`config.mk`:
```
export PLATFORM = sky130hd
export DESIGN_NAME = clk_switch_ctrl
export DESIGN_NICKNAME = d
export VERILOG_FILES = /design/src/clk_switch_pkg.sv /design/src/osc_settle_timer.sv /design/src/clk_switch_ctrl.sv
export SDC_FILE = /design/constraint.sdc
export NUM_CORES = 1
export LEC_CHECK = 0
export ABC_AREA = 1
export BUFFER_PORTS_ARGS = -buffer_cell sky130_fd_sc_hd__buf_2
export CORE_AREA = 2 2 82 123
export DETAILED_ROUTE_END_ITERATION = 7
export DIE_AREA = 0 0 84 125
export PLACE_DENSITY = 0.75
export SYNTH_ARGS = -nofsm -noshare
export SYNTH_HDL_FRONTEND = slang
export SYNTH_SLANG_ARGS = --single-unit
```
`constraint.sdc`:
```
create_clock -name clock_i -period 1.8 [get_ports clock_i]
set_input_delay 0.27 -clock clock_i [delete_from_list [all_inputs] [get_ports clock_i]]
set_output_delay 0.27 -clock clock_i [all_outputs]
set_load 0.005 [all_outputs]
```
`src/clk_switch_pkg.sv`:
```
// Purpose: Shared constants and types for the system clock switch control.
// Assumes: AXI4-Lite register access, 32-bit data, one aligned word each.
// Notes: Oscillator index doubles as the source select code.
package clk_switch_pkg;

  // Register byte offsets
  localparam logic [7:0] CLOCK_REQUEST_OFS = 8'h00;
  localparam logic [7:0] CLOCK_CURRENT_OFS = 8'h04;
  localparam logic [7:0] SWITCH_STATUS_OFS = 8'h08;
  localparam logic [7:0] OSC_STATUS_OFS = 8'h0C;
  localparam logic [7:0] OSC_ENABLE_OFS = 8'h10;
  localparam logic [7:0] FREQ_SELECT_OFS = 8'h14;
  localparam logic [7:0] SWITCH_IRQ_OFS = 8'h18;

  // Field positions
  localparam int SRC_LSB = 0;
  localparam int DIV_LSB = 4;
  localparam int HOLD_BIT = 7;
  localparam int READY_BIT = 4;
  localparam int NEW_READY_BIT = 3;
  localparam int FLAG_BIT = 0;
  localparam int IRQ_EN_BIT = 1;

  // Oscillators; source code n selects oscillator n
  localparam int NUM_OSC = 7;
  localparam int MID_FREQ_IDX = 3;
  localparam int HIGH_FREQ_IDX = 4;
  localparam int PLL_IDX = 6;
  localparam logic [NUM_OSC-1:0] MANUAL_EN_MASK = 7'h3F;

  // Reset values
  localparam logic [2:0] RST_SRC = 3'h4;
  localparam logic [3:0] RST_DIV = 4'h0;
  localparam logic [3:0] RST_FREQ = 4'h2;

  // Settle time of the internal oscillator after a frequency change
  localparam int CLK_MHZ = 40;
  localparam int SETTLE_NS = 2000;
  localparam int SETTLE_CYCLES = (SETTLE_NS * CLK_MHZ + 999) / 1000;
  localparam int SETTLE_W = $clog2(SETTLE_CYCLES + 1);

  localparam logic [1:0] RESP_OKAY = 2'h0;
  localparam logic [1:0] RESP_SLVERR = 2'h2;

  typedef enum logic [2:0] {
    SW_IDLE = 3'b001,
    SW_WAIT = 3'b010,
    SW_READY = 3'b100
  } switch_state_e;

  typedef struct packed {
    logic [2:0] src;
    logic [3:0] div;
  } clock_sel_s;

  typedef struct packed {
    logic awvalid;
    logic [7:0] awaddr;
    logic wvalid;
    logic [31:0] wdata;
    logic [3:0] wstrb;
    logic bready;
    logic arvalid;
    logic [7:0] araddr;
    logic rready;
  } axil_req_s;

  typedef struct packed {
    logic awready;
    logic wready;
    logic bvalid;
    logic [1:0] bresp;
    logic arready;
    logic rvalid;
    logic [31:0] rdata;
    logic [1:0] rresp;
  } axil_rsp_s;

endpackage

```
`src/osc_settle_timer.sv`:
```
// Purpose: Tracks settling of the internal oscillator after a frequency change.
// Assumes: restart_i is a one-cycle pulse on each frequency select write.
// Notes: Settled output comes from a flop; a restart always wins.
`timescale 1ns/10ps
`default_nettype none
module osc_settle_timer
  import clk_switch_pkg::*;
(
  input wire logic clock_i,  // System clock
  input wire logic nrst_i,   // Synchronous reset, active low
  input wire logic restart_i, // Frequency select written
  output logic settled_o     // Oscillator output accurate
);

  logic [SETTLE_W-1:0] count;

  // Count down from the settle time; retrigger restarts the wait
  always_ff @(posedge clock_i) begin
    if (!nrst_i) begin
      count <= '0;
      settled_o <= 1'b1;
    end else if (restart_i) begin
      count <= SETTLE_W'(SETTLE_CYCLES);
      settled_o <= 1'b0;
    end else if (count != '0) begin
      count <= count - 1'b1;
      settled_o <= (count == SETTLE_W'(1));
    end
  end

endmodule
`default_nettype wire

```
`src/clk_switch_ctrl.sv`:
```
// Purpose: System clock source and divider switch control with registers.
// Assumes: Oscillator ready inputs are synchronous to clock_i.
// Notes: Outputs select the clock; the glitch-free mux sits downstream.
//
// Decided for this implementation: the AXI4-Lite interface to the registers and the address map.
`timescale 1ns/10ps
`default_nettype none
// Behaviour
// - Status register shows ready of every oscillator, converter RC included.
// - Manual enable register forces oscillators on; PLL cannot be forced.
// - High and mid internal clocks always usable; ready bits mean accurate. Here a switch to either still waits for its ready bit.
// - Writing frequency select clears both internal ready bits until settled.
// - Mid internal clock held static while frequency change is pending.
// - Requested source and divider choose the clock for CPU and peripherals.
// - Old selection keeps clocking until requested source is ready.
// - Source already running, or divider-only change, counts as ready at once.
// - New-source-ready and switch flag set together when source is ready.
// - Switch interrupt request only while the interrupt enable is one.
// - Switch flag is never a wake source.
// - Pollable switch-ready bit shows readiness without the interrupt.
// - Hold clear: changeover follows as soon as new-source-ready sets.
// - Hold set: changeover suspended, old clock continues.
// - During hold, clear hold to finish or copy current into request.
// - Under reduced CPU rate the switch still happens the next cycle.
// - Divider-only change uses the same sequence and needs hold clear.
// - Current status shows old selection until changeover, then switch-ready.
// - New-source-ready clears in hardware once the switch completes.
module clk_switch_ctrl
  import clk_switch_pkg::*;
(
  input wire logic clock_i,                 // System clock
  input wire logic nrst_i,                  // Synchronous reset, active low
  input wire axil_req_s axil_req_i,         // AXI4-Lite master signals
  output axil_rsp_s axil_rsp_o,             // AXI4-Lite slave answers
  input wire logic [NUM_OSC-1:0] osc_ready_i, // Raw oscillator ready
  input wire logic switch_enable_cfg_i,     // Nonvolatile switch enable
  output logic [2:0] sys_clk_src_o,         // Selected clock source
  output logic [3:0] sys_clk_div_o,         // Selected post divider
  output logic [NUM_OSC-1:0] osc_force_en_o, // Oscillator force enables
  output logic [3:0] freq_select_o,         // Internal oscillator frequency
  output logic mf_clock_stall_o,            // Hold mid clock static
  output logic clock_switch_irq_o           // Switch interrupt request
);

  // Bus state
  logic awready, wready, bvalid, arready, rvalid;
  logic [1:0] bresp, rresp;
  logic [31:0] rdata;
  logic [7:0] waddr;
  logic [31:0] wdata;
  logic wstrb0;
  logic wr_fire;
  logic wr_hit;
  logic [31:0] rd_word;
  logic rd_hit;

  // Block state
  clock_sel_s req, cur, tgt;
  switch_state_e state;
  logic switch_hold, new_source_ready, switch_ready;
  logic clock_switch_flag, clock_switch_irq_enable;
  logic [NUM_OSC-1:0] manual_en;
  logic [NUM_OSC-1:0] osc_status;
  logic [NUM_OSC:0] status_ext;
  logic settled;
  logic wr_req, wr_freq, wr_stat, wr_irq;
  logic tgt_ok, nosr_set;

  assign axil_rsp_o = '{awready: awready, wready: wready, bvalid: bvalid,
                        bresp: bresp, arready: arready, rvalid: rvalid,
                        rdata: rdata, rresp: rresp};

  // Write performed once address and data are both held
  assign wr_fire = !awready && !wready && !bvalid;
  assign wr_hit = (waddr == CLOCK_REQUEST_OFS) ||
                  (waddr == CLOCK_CURRENT_OFS) ||
                  (waddr == SWITCH_STATUS_OFS) ||
                  (waddr == OSC_STATUS_OFS) ||
                  (waddr == OSC_ENABLE_OFS) ||
                  (waddr == FREQ_SELECT_OFS) ||
                  (waddr == SWITCH_IRQ_OFS);
  assign wr_req = wr_fire && wstrb0 && (waddr == CLOCK_REQUEST_OFS);
  assign wr_stat = wr_fire && wstrb0 && (waddr == SWITCH_STATUS_OFS);
  assign wr_freq = wr_fire && wstrb0 && (waddr == FREQ_SELECT_OFS);
  assign wr_irq = wr_fire && wstrb0 && (waddr == SWITCH_IRQ_OFS);

  // Write channels: take address and data in either order
  always_ff @(posedge clock_i) begin
    if (!nrst_i) begin
      awready <= 1'b1;
      wready <= 1'b1;
      bvalid <= 1'b0;
      bresp <= RESP_OKAY;
      waddr <= '0;
      wdata <= '0;
      wstrb0 <= 1'b0;
    end else begin
      if (awready && axil_req_i.awvalid) begin
        awready <= 1'b0;
        waddr <= axil_req_i.awaddr;
      end
      if (wready && axil_req_i.wvalid) begin
        wready <= 1'b0;
        wdata <= axil_req_i.wdata;
        wstrb0 <= axil_req_i.wstrb[0];
      end
      if (wr_fire) begin
        bvalid <= 1'b1;
        bresp <= wr_hit ? RESP_OKAY : RESP_SLVERR;
      end else if (bvalid && axil_req_i.bready) begin
        bvalid <= 1'b0;
        awready <= 1'b1;
        wready <= 1'b1;
      end
    end
  end

  // Read word mux; unused upper bits read zero
  always_comb begin
    rd_word = '0;
    rd_hit = 1'b1;
    if (axil_req_i.araddr == CLOCK_REQUEST_OFS) begin
      rd_word[SRC_LSB +: 3] = req.src;
      rd_word[DIV_LSB +: 4] = req.div;
    end else if (axil_req_i.araddr == CLOCK_CURRENT_OFS) begin
      rd_word[SRC_LSB +: 3] = cur.src;
      rd_word[DIV_LSB +: 4] = cur.div;
    end else if (axil_req_i.araddr == SWITCH_STATUS_OFS) begin
      rd_word[HOLD_BIT] = switch_hold;
      rd_word[READY_BIT] = switch_ready;
      rd_word[NEW_READY_BIT] = new_source_ready;
    end else if (axil_req_i.araddr == OSC_STATUS_OFS) begin
      rd_word[NUM_OSC-1:0] = osc_status;
    end else if (axil_req_i.araddr == OSC_ENABLE_OFS) begin
      rd_word[NUM_OSC-1:0] = manual_en;
    end else if (axil_req_i.araddr == FREQ_SELECT_OFS) begin
      rd_word[3:0] = freq_select_o;
    end else if (axil_req_i.araddr == SWITCH_IRQ_OFS) begin
      rd_word[FLAG_BIT] = clock_switch_flag;
      rd_word[IRQ_EN_BIT] = clock_switch_irq_enable;
    end else begin
      rd_hit = 1'b0;
    end
  end

  // Read channel: data one cycle after the address is taken
  always_ff @(posedge clock_i) begin
    if (!nrst_i) begin
      arready <= 1'b1;
      rvalid <= 1'b0;
      rdata <= '0;
      rresp <= RESP_OKAY;
    end else if (arready && axil_req_i.arvalid) begin
      arready <= 1'b0;
      rvalid <= 1'b1;
      rdata <= rd_word;
      rresp <= rd_hit ? RESP_OKAY : RESP_SLVERR;
    end else if (rvalid && axil_req_i.rready) begin
      rvalid <= 1'b0;
      arready <= 1'b1;
    end
  end

  // Request register; locked when switching is disabled by configuration
  always_ff @(posedge clock_i) begin
    if (!nrst_i) begin
      req <= '{src: RST_SRC, div: RST_DIV};
    end else if (wr_req && switch_enable_cfg_i) begin
      req.src <= wdata[SRC_LSB +: 3];
      req.div <= wdata[DIV_LSB +: 4];
    end
  end

  // Software control bits
  always_ff @(posedge clock_i) begin
    if (!nrst_i) begin
      switch_hold <= 1'b0;
      manual_en <= '0;
      freq_select_o <= RST_FREQ;
      clock_switch_irq_enable <= 1'b0;
    end else begin
      if (wr_stat) begin
        switch_hold <= wdata[HOLD_BIT];
      end
      if (wr_fire && wstrb0 && (waddr == OSC_ENABLE_OFS)) begin
        manual_en <= wdata[NUM_OSC-1:0];
      end
      if (wr_freq) begin
        freq_select_o <= wdata[3:0];
      end
      if (wr_irq) begin
        clock_switch_irq_enable <= wdata[IRQ_EN_BIT];
      end
    end
  end

  // PLL bit masked so software can never force it on
  always_ff @(posedge clock_i) begin
    if (!nrst_i) begin
      osc_force_en_o <= '0;
    end else begin
      osc_force_en_o <= manual_en & MANUAL_EN_MASK;
    end
  end

  // Settling of internal oscillators after a frequency change
  osc_settle_timer settle_u (
    .clock_i(clock_i),
    .nrst_i(nrst_i),
    .restart_i(wr_freq),
    .settled_o(settled)
  );

  // Per oscillator ready; internal ones also wait for settling
  generate
    for (genvar i = 0; i < NUM_OSC; i++) begin : g_stat
      always_ff @(posedge clock_i) begin
        if (!nrst_i) begin
          osc_status[i] <= 1'b0;
        end else if (i == HIGH_FREQ_IDX || i == MID_FREQ_IDX) begin
          osc_status[i] <= osc_ready_i[i] && settled;
        end else begin
          osc_status[i] <= osc_ready_i[i];
        end
      end
    end
  endgenerate

  // Mid clock parked while the high oscillator restarts
  always_ff @(posedge clock_i) begin
    if (!nrst_i) begin
      mf_clock_stall_o <= 1'b0;
    end else begin
      mf_clock_stall_o <= !settled;
    end
  end

  // Running source, or divider-only change, is ready at once
  assign status_ext = {1'b0, osc_status};
  assign tgt_ok = (tgt.src == cur.src) || status_ext[tgt.src];
  assign nosr_set = (state == SW_WAIT) && (req == tgt) && tgt_ok;

  // Switch sequencer; old selection keeps running until commit
  always_ff @(posedge clock_i) begin
    if (!nrst_i) begin
      state <= SW_IDLE;
      tgt <= '{src: RST_SRC, div: RST_DIV};
      cur <= '{src: RST_SRC, div: RST_DIV};
      new_source_ready <= 1'b0;
      switch_ready <= 1'b1;
    end else begin
      case (state)
        SW_IDLE: begin
          if (req != cur) begin
            tgt <= req;
            switch_ready <= 1'b0;
            state <= SW_WAIT;
          end
        end
        SW_WAIT: begin
          if (req != tgt) begin
            state <= SW_IDLE;
          end else if (tgt_ok) begin
            new_source_ready <= 1'b1;
            state <= SW_READY;
          end
        end
        SW_READY: begin
          // Request moved (e.g. current copied back): abandon
          if (req != tgt) begin
            new_source_ready <= 1'b0;
            state <= SW_IDLE;
          end else if (!switch_hold) begin
            // Commit does not wait on the CPU being clocked
            cur <= tgt;
            switch_ready <= 1'b1;
            new_source_ready <= 1'b0;
            state <= SW_IDLE;
          end
        end
        default: begin
          state <= SW_IDLE;
        end
      endcase
    end
  end

  // Selection outputs follow the committed choice only
  always_ff @(posedge clock_i) begin
    if (!nrst_i) begin
      sys_clk_src_o <= RST_SRC;
      sys_clk_div_o <= RST_DIV;
    end else begin
      sys_clk_src_o <= cur.src;
      sys_clk_div_o <= cur.div;
    end
  end

  // Flag: write one clears, a new ready event wins
  always_ff @(posedge clock_i) begin
    if (!nrst_i) begin
      clock_switch_flag <= 1'b0;
    end else if (nosr_set) begin
      clock_switch_flag <= 1'b1;
    end else if (wr_irq && wdata[FLAG_BIT]) begin
      clock_switch_flag <= 1'b0;
    end
  end

  // Request is not routed to any wake logic
  always_ff @(posedge clock_i) begin
    if (!nrst_i) begin
      clock_switch_irq_o <= 1'b0;
    end else begin
      clock_switch_irq_o <= clock_switch_flag && clock_switch_irq_enable;
    end
  end

  flag_with_ready_a: assert property (
    @(posedge clock_i) disable iff (!nrst_i)
    $rose(new_source_ready) |-> clock_switch_flag)
    else $error("flag missing when new source ready set");

  irq_gate_a: assert property (
    @(posedge clock_i) disable iff (!nrst_i)
    (clock_switch_flag && clock_switch_irq_enable) [*2] |-> clock_switch_irq_o)
    else $error("enabled flag gave no interrupt");

  irq_blocked_a: assert property (
    @(posedge clock_i) disable iff (!nrst_i)
    !clock_switch_irq_enable [*2] |-> !clock_switch_irq_o)
    else $error("interrupt raised while disabled");

  hold_keeps_old_a: assert property (
    @(posedge clock_i) disable iff (!nrst_i)
    switch_hold && new_source_ready |=> $stable(cur))
    else $error("changeover during hold");

  commit_clears_a: assert property (
    @(posedge clock_i) disable iff (!nrst_i)
    $changed(cur) |-> !new_source_ready && switch_ready)
    else $error("commit left new ready set or ready clear");

  freq_clear_a: assert property (
    @(posedge clock_i) disable iff (!nrst_i)
    wr_freq |-> ##2 !osc_status[HIGH_FREQ_IDX] && !osc_status[MID_FREQ_IDX])
    else $error("internal ready kept after frequency write");

  stall_pairs_a: assert property (
    @(posedge clock_i) disable iff (!nrst_i)
    mf_clock_stall_o |-> !osc_status[HIGH_FREQ_IDX])
    else $error("mid clock stalled while high oscillator ready");

  req_locked_a: assert property (
    @(posedge clock_i) disable iff (!nrst_i)
    wr_req && !switch_enable_cfg_i |=> $stable(req))
    else $error("request written while switching disabled");

  div_only_a: assert property (
    @(posedge clock_i) disable iff (!nrst_i)
    state == SW_WAIT && req == tgt && tgt.src == cur.src
    |=> new_source_ready)
    else $error("running source not ready at once");

  pll_never_a: assert property (
    @(posedge clock_i) disable iff (!nrst_i)
    !osc_force_en_o[PLL_IDX])
    else $error("PLL forced on");

endmodule
`default_nettype wire

```
==> summary.txt, run 1 <==
Status = complete, no violations
Peak VDD IR = 0.858 mV
DRT antenna net count = 0
Number of fill cells = 923
Leakage dissipation = 0.00270 uW
Final Wtd Congestion = 0.884
Final nets = 784
RSZ-0062 raised after global routing = no
Type of the worst min-delay path = in2reg
Final setup viols = 0
Fin. Hold Viols = 0
Area grow syn2layout = 16.0%
Clk sink count = 102
Die Area = 10500 sq um
CTS Root Cell = clkbuf_16
Syn Inst Count = 638
Setup_tns = 0 ns
Seq cells post-synth = 102
Die X = 84 microns
Mapped Avg Cell Area = 7.23 sq um
Crit Path Class = reg2reg
Clk_skew = 0.00620 ns
First-pass GRT wire length = 17800 microns
Clock Path Buffers = 2
Via count = 4154
Critical Path End Type = flop
Asr flop ratio synth = 0%
Vias in the first global route = 3893
Postcts setup bufs = 0
Routed WL = 10900 microns
Most frequent cells in the layout = nand2_1 (125), dfxtp_1 (99), nor2_1 (97)
Total CTS buffers = 9
GRT Resource Usage Total = 21.1%
Sequential fraction of the synthesis area = 44.3%
Final worst-path cycle share = 90.3%
Min cycle time layout = 1.62 ns
WL/cell = 13.0 microns
CTS clock-pin slew for the worst setup and hold paths = 0.07 ns
MaxCap Viol Count = 0
Vias per std cell = 4.98
Final Non-Filler Cells = 834
Max-slew violations = 0
Pin count of the biggest net entering global routing = 55
DRT iter0 DRCs = 235
Primary FF master, synth = dfxtp_1
Global route overflow = 0
Share of cells above drive strength 1 = 16.4%
Buffers on Ports = 73
Placement Rows = 44
Post-synth cell types = 35
Synth Warn # = 0
Post-DP HPWL = 8250 microns
Worst Path Arrival = 1.85 ns
Die height = 125 microns
Placed cells = 819
Most common cell after layout, fill and taps aside = nand2_1
Antenna violations before repair = 0
Type of origin of the critical path = flop
# DRC = 0
Core area = 9520 sq um
Critical Path RT = 2.03 ns
Drt first pass iters = 5
Post-synthesis cell area = 4610 sq um
Initial core utilization = 48.4%
Clk_lat worst skew = 0.35 ns
# diodes = 0
# IOs = 128
CTS H-tree depth = 3
Post-synth EDFFs = 0
CTS tree = built
Fmax = 615 MHz
Crit-path max FO = 9
Power per cell area = 977 nW/um^2
critical path: stages, from the launching register on:
cell and delay, ns:
dfxtp_1 0.31, nor2_1 0.19, inv_1 0.09, nor3_1 0.15
nor3b_4 0.45, nor2_1 0.15, nand2_1 0.13, a21oi_1 0.05
cell families (layout without fill, tap and decap cells):
group	Yosys count	after routing	share of synthesized area, %
other	1	27	0.0813
adder cells (fa/ha/maj)	2	2	0.542
AND/OR/NAND/NOR	277	277	25.3
XOR/XNOR	15	15	2.85
AO/OA/AOI/OAI	109	109	13.1
buffers and inverters	132	187	13.9
flip-flops	102	102	44.3
registers in the layout, indices dropped and copies added, names as in the netlist, 3 cells and up:
register,count
tgt,7
sys_clk_div_o,4
waddr,8
wdata,8
freq_select_o,4
settle_u.count,7
sys_clk_src_o,3
rdata,8
manual_en,7
osc_force_en_o,6
osc_status,7
state,3
req,7
cur,7
final cells by class:
class,instances,area [sq um],area share (%)
flip-flops and latches,102,2050,38.2
well taps,115,144,2.69
repair buffers,90,505,9.44
clock inverters,3,68.8,1.29
inverters,82,308,5.75
multi-input cells,430,2030,38.0
clock buffers,12,246,4.60
routing by layer:
metal | vias up | global-route usage, % | routed length, microns | share of wire [%]
met1 | 1907 | 22.7 | 4190 | 38
met5 | - | 0 | 0 | 0
met4 | 0 | 12.0 | 343 | 3.2
li1 | 2114 | - | - | -
met3 | 27 | 2.31 | 417 | 3.8
met2 | 106 | 39.3 | 5930 | 55
final timing paths:
| path | from | to | slack [ns] | cells past startpoint |
|---|---|---|---|---|
| worst max-delay path | waddr[0] | settle_u.count[3] | 0.18 | 7 |
| worst min-delay path | osc_ready_i[6] | osc_status[6] | 0.11 | 3 |
| worst max register to register | waddr[0] | settle_u.count[3] | 0.18 | 7 |
| worst min register to register | manual_en[2] | osc_force_en_o[2] | 0.45 | 2 |
Yosys cell counts, types with 2 or more instances:
library cell / instances / area share, %
nand2_1: 125 / 10
dfxtp_1: 102 / 44
nor2_1: 97 / 7.9
inv_1: 81 / 6.6
o21ai_0: 44 / 4.8
a21oi_1: 42 / 4.6
buf_4: 33 / 5.4
nand3_1: 31 / 3.4
xnor2_1: 10 / 1.9
clkbuf_1: 9 / 0.73
a211oi_1: 8 / 1.3
o211ai_1: 7 / 1.1
nor3_1: 6 / 0.65
nand4_1: 5 / 0.68
xor2_1: 5 / 0.95
buf_2: 4 / 0.43
o21a_1: 4 / 0.65
nor2_2: 3 / 0.41
buf_1: 2 / 0.16
buf_6: 2 / 0.49
ha_1: 2 / 0.54
nor3_2: 2 / 0.43
nor4_1: 2 / 0.27
stage by stage:
| stage | setup slack [ns] | total power, uW | instance area, sq um | hold slack [ns] | util (%) |
|---|---|---|---|---|---|
| floorplan | 0.398 | 3060 | 4710 | 0.368 | - |
| global placement | 0.233 | 3180 | 5030 | 0.442 | 52.8 |
| detailed placement | 0.168 | 3210 | 5030 | 0.445 | 52.8 |
| CTS | 0.154 | 5250 | 5340 | 0.108 | 56.1 |
| global route | 0.0119 | 5470 | 5350 | 0.124 | 56.2 |
| finish | 0.175 | 5230 | 5350 | 0.111 | 56.2 |
repair_timing:
item | CTS | global route
gates resized for setup | 0 | 4
hold buffers | 0 | 0
setup endpoints to repair | 0 | 11
where the power goes:
| group | switching, uW | internal [uW] | leakage, uW |
|---|---|---|---|
| Combinational | 412 | 266 | 0.00172 |
| Clock | 809 | 1250 | 0.000153 |
| Sequential | 104 | 2390 | 0.000832 |
| Total | 1330 | 3900 | 0.00270 |
(Power assumes the default switching activity.)
==> inputs of run 2 (changes only) <==
--- a/config.mk
+++ b/config.mk
@@ -7,10 +7,9 @@
 export LEC_CHECK = 0
 export ABC_AREA = 1
 export BUFFER_PORTS_ARGS = -buffer_cell sky130_fd_sc_hd__buf_2
-export CORE_AREA = 2 2 82 123
+export CORE_AREA = 2 2 97 146
 export DETAILED_ROUTE_END_ITERATION = 7
-export DIE_AREA = 0 0 84 125
-export PLACE_DENSITY = 0.75
+export DIE_AREA = 0 0 99 148
 export SYNTH_ARGS = -nofsm -noshare
 export SYNTH_HDL_FRONTEND = slang
 export SYNTH_SLANG_ARGS = --single-unit
==> summary.txt, run 2 (synthesis gave the netlist of run 1 again) <==
Status = complete, no violations (unchanged)
Gate power share = 13.3% (was 13.0%)
Routing usage on met2 = 28.1% (was 39.3%)
Biggest regs = rdata (8), waddr (8), wdata (8) (unchanged)
Crit Reg-Reg Endpoint = tgt[5] (was settle_u.count[3])
WHS Endpoint = osc_status[2] (was osc_status[6])
DRT antenna net count = 0 (unchanged)
R2R setup slack = 0.20 ns (was 0.18 ns)
CTS clock-pin slew for the worst setup and hold paths = 0.07 ns (about the same)
CTS tree = built (unchanged)
Global route overflow = 0 (unchanged)
Via count = 3996 (was 4154)
Max_slew headroom = 58.2%
Final Non-Filler Cells = 886 (was 834)
Power per cell area = 930 nW/um^2 (was 977 nW/um^2)
Routed WL = 11100 microns (was 10900 microns)
Flop pwr share = 49.5% (was 47.6%)
CTS Root Cell = clkbuf_16 (unchanged)
Die Area = 14700 sq um (was 10500 sq um)
Fin. Hold Viols = 0 (unchanged)
Sw Ratio = 27.6% (was 25.3%)
Antenna violations before repair = 0 (unchanged)
Layer with the highest usage = met2 (unchanged)
Initial core utilization = 34.6% (was 48.4%)
Type of origin of the critical path = flop (unchanged)
# DRC = 0 (unchanged)
Clock Path Buffers = 2 (unchanged)
Final core occ = 40.4% (was 56.2%)
Worst Reg2Reg Path Length in Cells = 9 (was 7)
Net load switching power = 1380 uW (was 1330 uW)
Fmax = 626 MHz (was 615 MHz)
Die X = 99 microns (was 84 microns)
Core area = 13300 sq um (was 9520 sq um)
Pin count of the biggest net entering global routing = 68 (was 55)
Final setup viols = 0 (unchanged)
M3 GR Usage = 2.74% (was 2.31%)
Buffers on Ports = 73 (unchanged)
Die height = 148 microns (was 125 microns)
CTS H-tree depth = 3 (unchanged)
Area grow syn2layout = 16.9% (was 16.0%)
PostCTS Resize Cnt = 0 (unchanged)
Share of cells above drive strength 1 = 16.7% (was 16.4%)
Post-DP HPWL = 8540 microns (was 8250 microns)
RR Startpoint = req[0] (was waddr[0])
Crit-path max FO = 7 (was 9)
Hold-fix buffers, CTS = 0 (unchanged)
Placed instance area = 5100 sq um (was 5030 sq um)
# diodes = 0 (unchanged)
# IOs = 128 (unchanged)
Final Wtd Congestion = 0.907 (was 0.884)
Fin area = 5390 sq um (was 5350 sq um)
Peak VDD IR = 0.455 mV (was 0.858 mV)
Placement Rows = 52 (was 44)
Most frequent cells in the layout = nand2_1 (125), dfxtp_1 (102), nor2_1 (97) (was nand2_1 (125), dfxtp_1 (99), nor2_1 (97))
Final nets = 788 (was 784)
Final worst-path cycle share = 88.7% (was 90.3%)
Most common cell after layout, fill and taps aside = nand2_1 (unchanged)
Clk_skew = 0.00625 ns (was 0.00620 ns)
Drt first pass iters = 4 (was 5)
Placed cells = 870 (was 819)
Worst hold start = osc_ready_i[2] (was osc_ready_i[6])
Vias in the first global route = 3713 (was 3893)
Min cycle time layout = 1.60 ns (was 1.62 ns)
Worst-Margin Slew = 0.627 ns
DRT iter0 DRCs = 167 (was 235)
Max-slew violations = 0 (unchanged)
RSZ-0062 raised after global routing = no (unchanged)
Worst Path Arrival = 1.88 ns (was 1.85 ns)
Clock share of power = 37.2% (was 39.4%)
Global Route met1 Usage = 16.6% (was 22.7%)
Crit Path Class = reg2reg (unchanged)
Setup_tns = 0 ns (unchanged)
WL/cell = 12.5 microns (was 13.0 microns)
Type of the worst min-delay path = in2reg (unchanged)
Postcts setup bufs = 0 (unchanged)
Total CTS buffers = 9 (unchanged)
Hold Path Depth = 3 (unchanged)
Clk sink count = 102 (unchanged)
Critical Path RT = 2.09 ns (was 2.03 ns)
P_int = 3630 uW (was 3900 uW)
MaxCap Viol Count = 0 (unchanged)
First-pass GRT wire length = 17700 microns (was 17800 microns)
Leakage dissipation = 0.00270 uW (about the same)
Critical Path End Type = flop (unchanged)
Vias per std cell = 4.51 (was 4.98)
GRT Resource Usage Total = 15.3% (was 21.1%)
Clk_lat worst skew = 0.35 ns (about the same)
==> run 2: routing by layer <==
metal / up-vias / share of wire [%] / wire length, microns
li1: 2121 / - / -
met1: 1773 / 41 / 4540
met2: 81 / 53 / 5830
met3: 21 / 3.6 / 402
met4: 0 / 2.9 / 327
met5: - / 0 / 0
==> run 2: how the worst max path moves through the flow <==
stage	startpoint	end	cells after the start
after floorplan	bvalid	settle_u.count[3]	6
after global placement	settle_u.count[0]	settle_u.settled_o	9
after detailed placement	settle_u.count[0]	settle_u.settled_o	9
after CTS	settle_u.count[0]	settle_u.settled_o	9
after global routing	tgt[5]	cur[4]	10
final	req[0]	tgt[5]	9
==> run 2: area by class of cell <==
cell class                 instances  area [sq um]
timing repair buffer              94           523
clock inverter                     6          47.5
fill                            1411          7950
inverter                          82           308
tap                              162           203
multi-input combinational        430          2030
clock buffer                      10           239
sequential                       102          2040
==> run 2: critical path, cell delays in order (launching register included) <==
cell     delay (ns)
dfxtp_1        0.39
inv_1          0.14
nand2_1        0.08
nand4_1        0.10
nor2_1         0.16
nand2_1        0.07
nand2_1        0.18
buf_4          0.18
o21ai_0        0.07
a21oi_1        0.15
==> run 2: power by group through the flow <==
stage / sequential [uW] / clock (uW) / combinational (uW)
after floorplan: 2510 / 0 / 553
after global routing: 2500 / 2020 / 769
final: 2480 / 1860 / 668
after global placement: 2530 / 0 / 668
after CTS: 2480 / 1910 / 681
after detailed placement: 2530 / 0 / 678
==> run 2: stage by stage <==
| step | setup slack (ns) | power [uW] | hold slack (ns) |
|---|---|---|---|
| floorplan | 0.398 | 3060 | 0.368 |
| global route | 0.0230 | 5280 | 0.100 |
| detailed placement | 0.201 | 3210 | 0.448 |
| global placement | 0.208 | 3200 | 0.450 |
| finish | 0.203 | 5010 | 0.0996 |
| CTS | 0.188 | 5080 | 0.0926 |
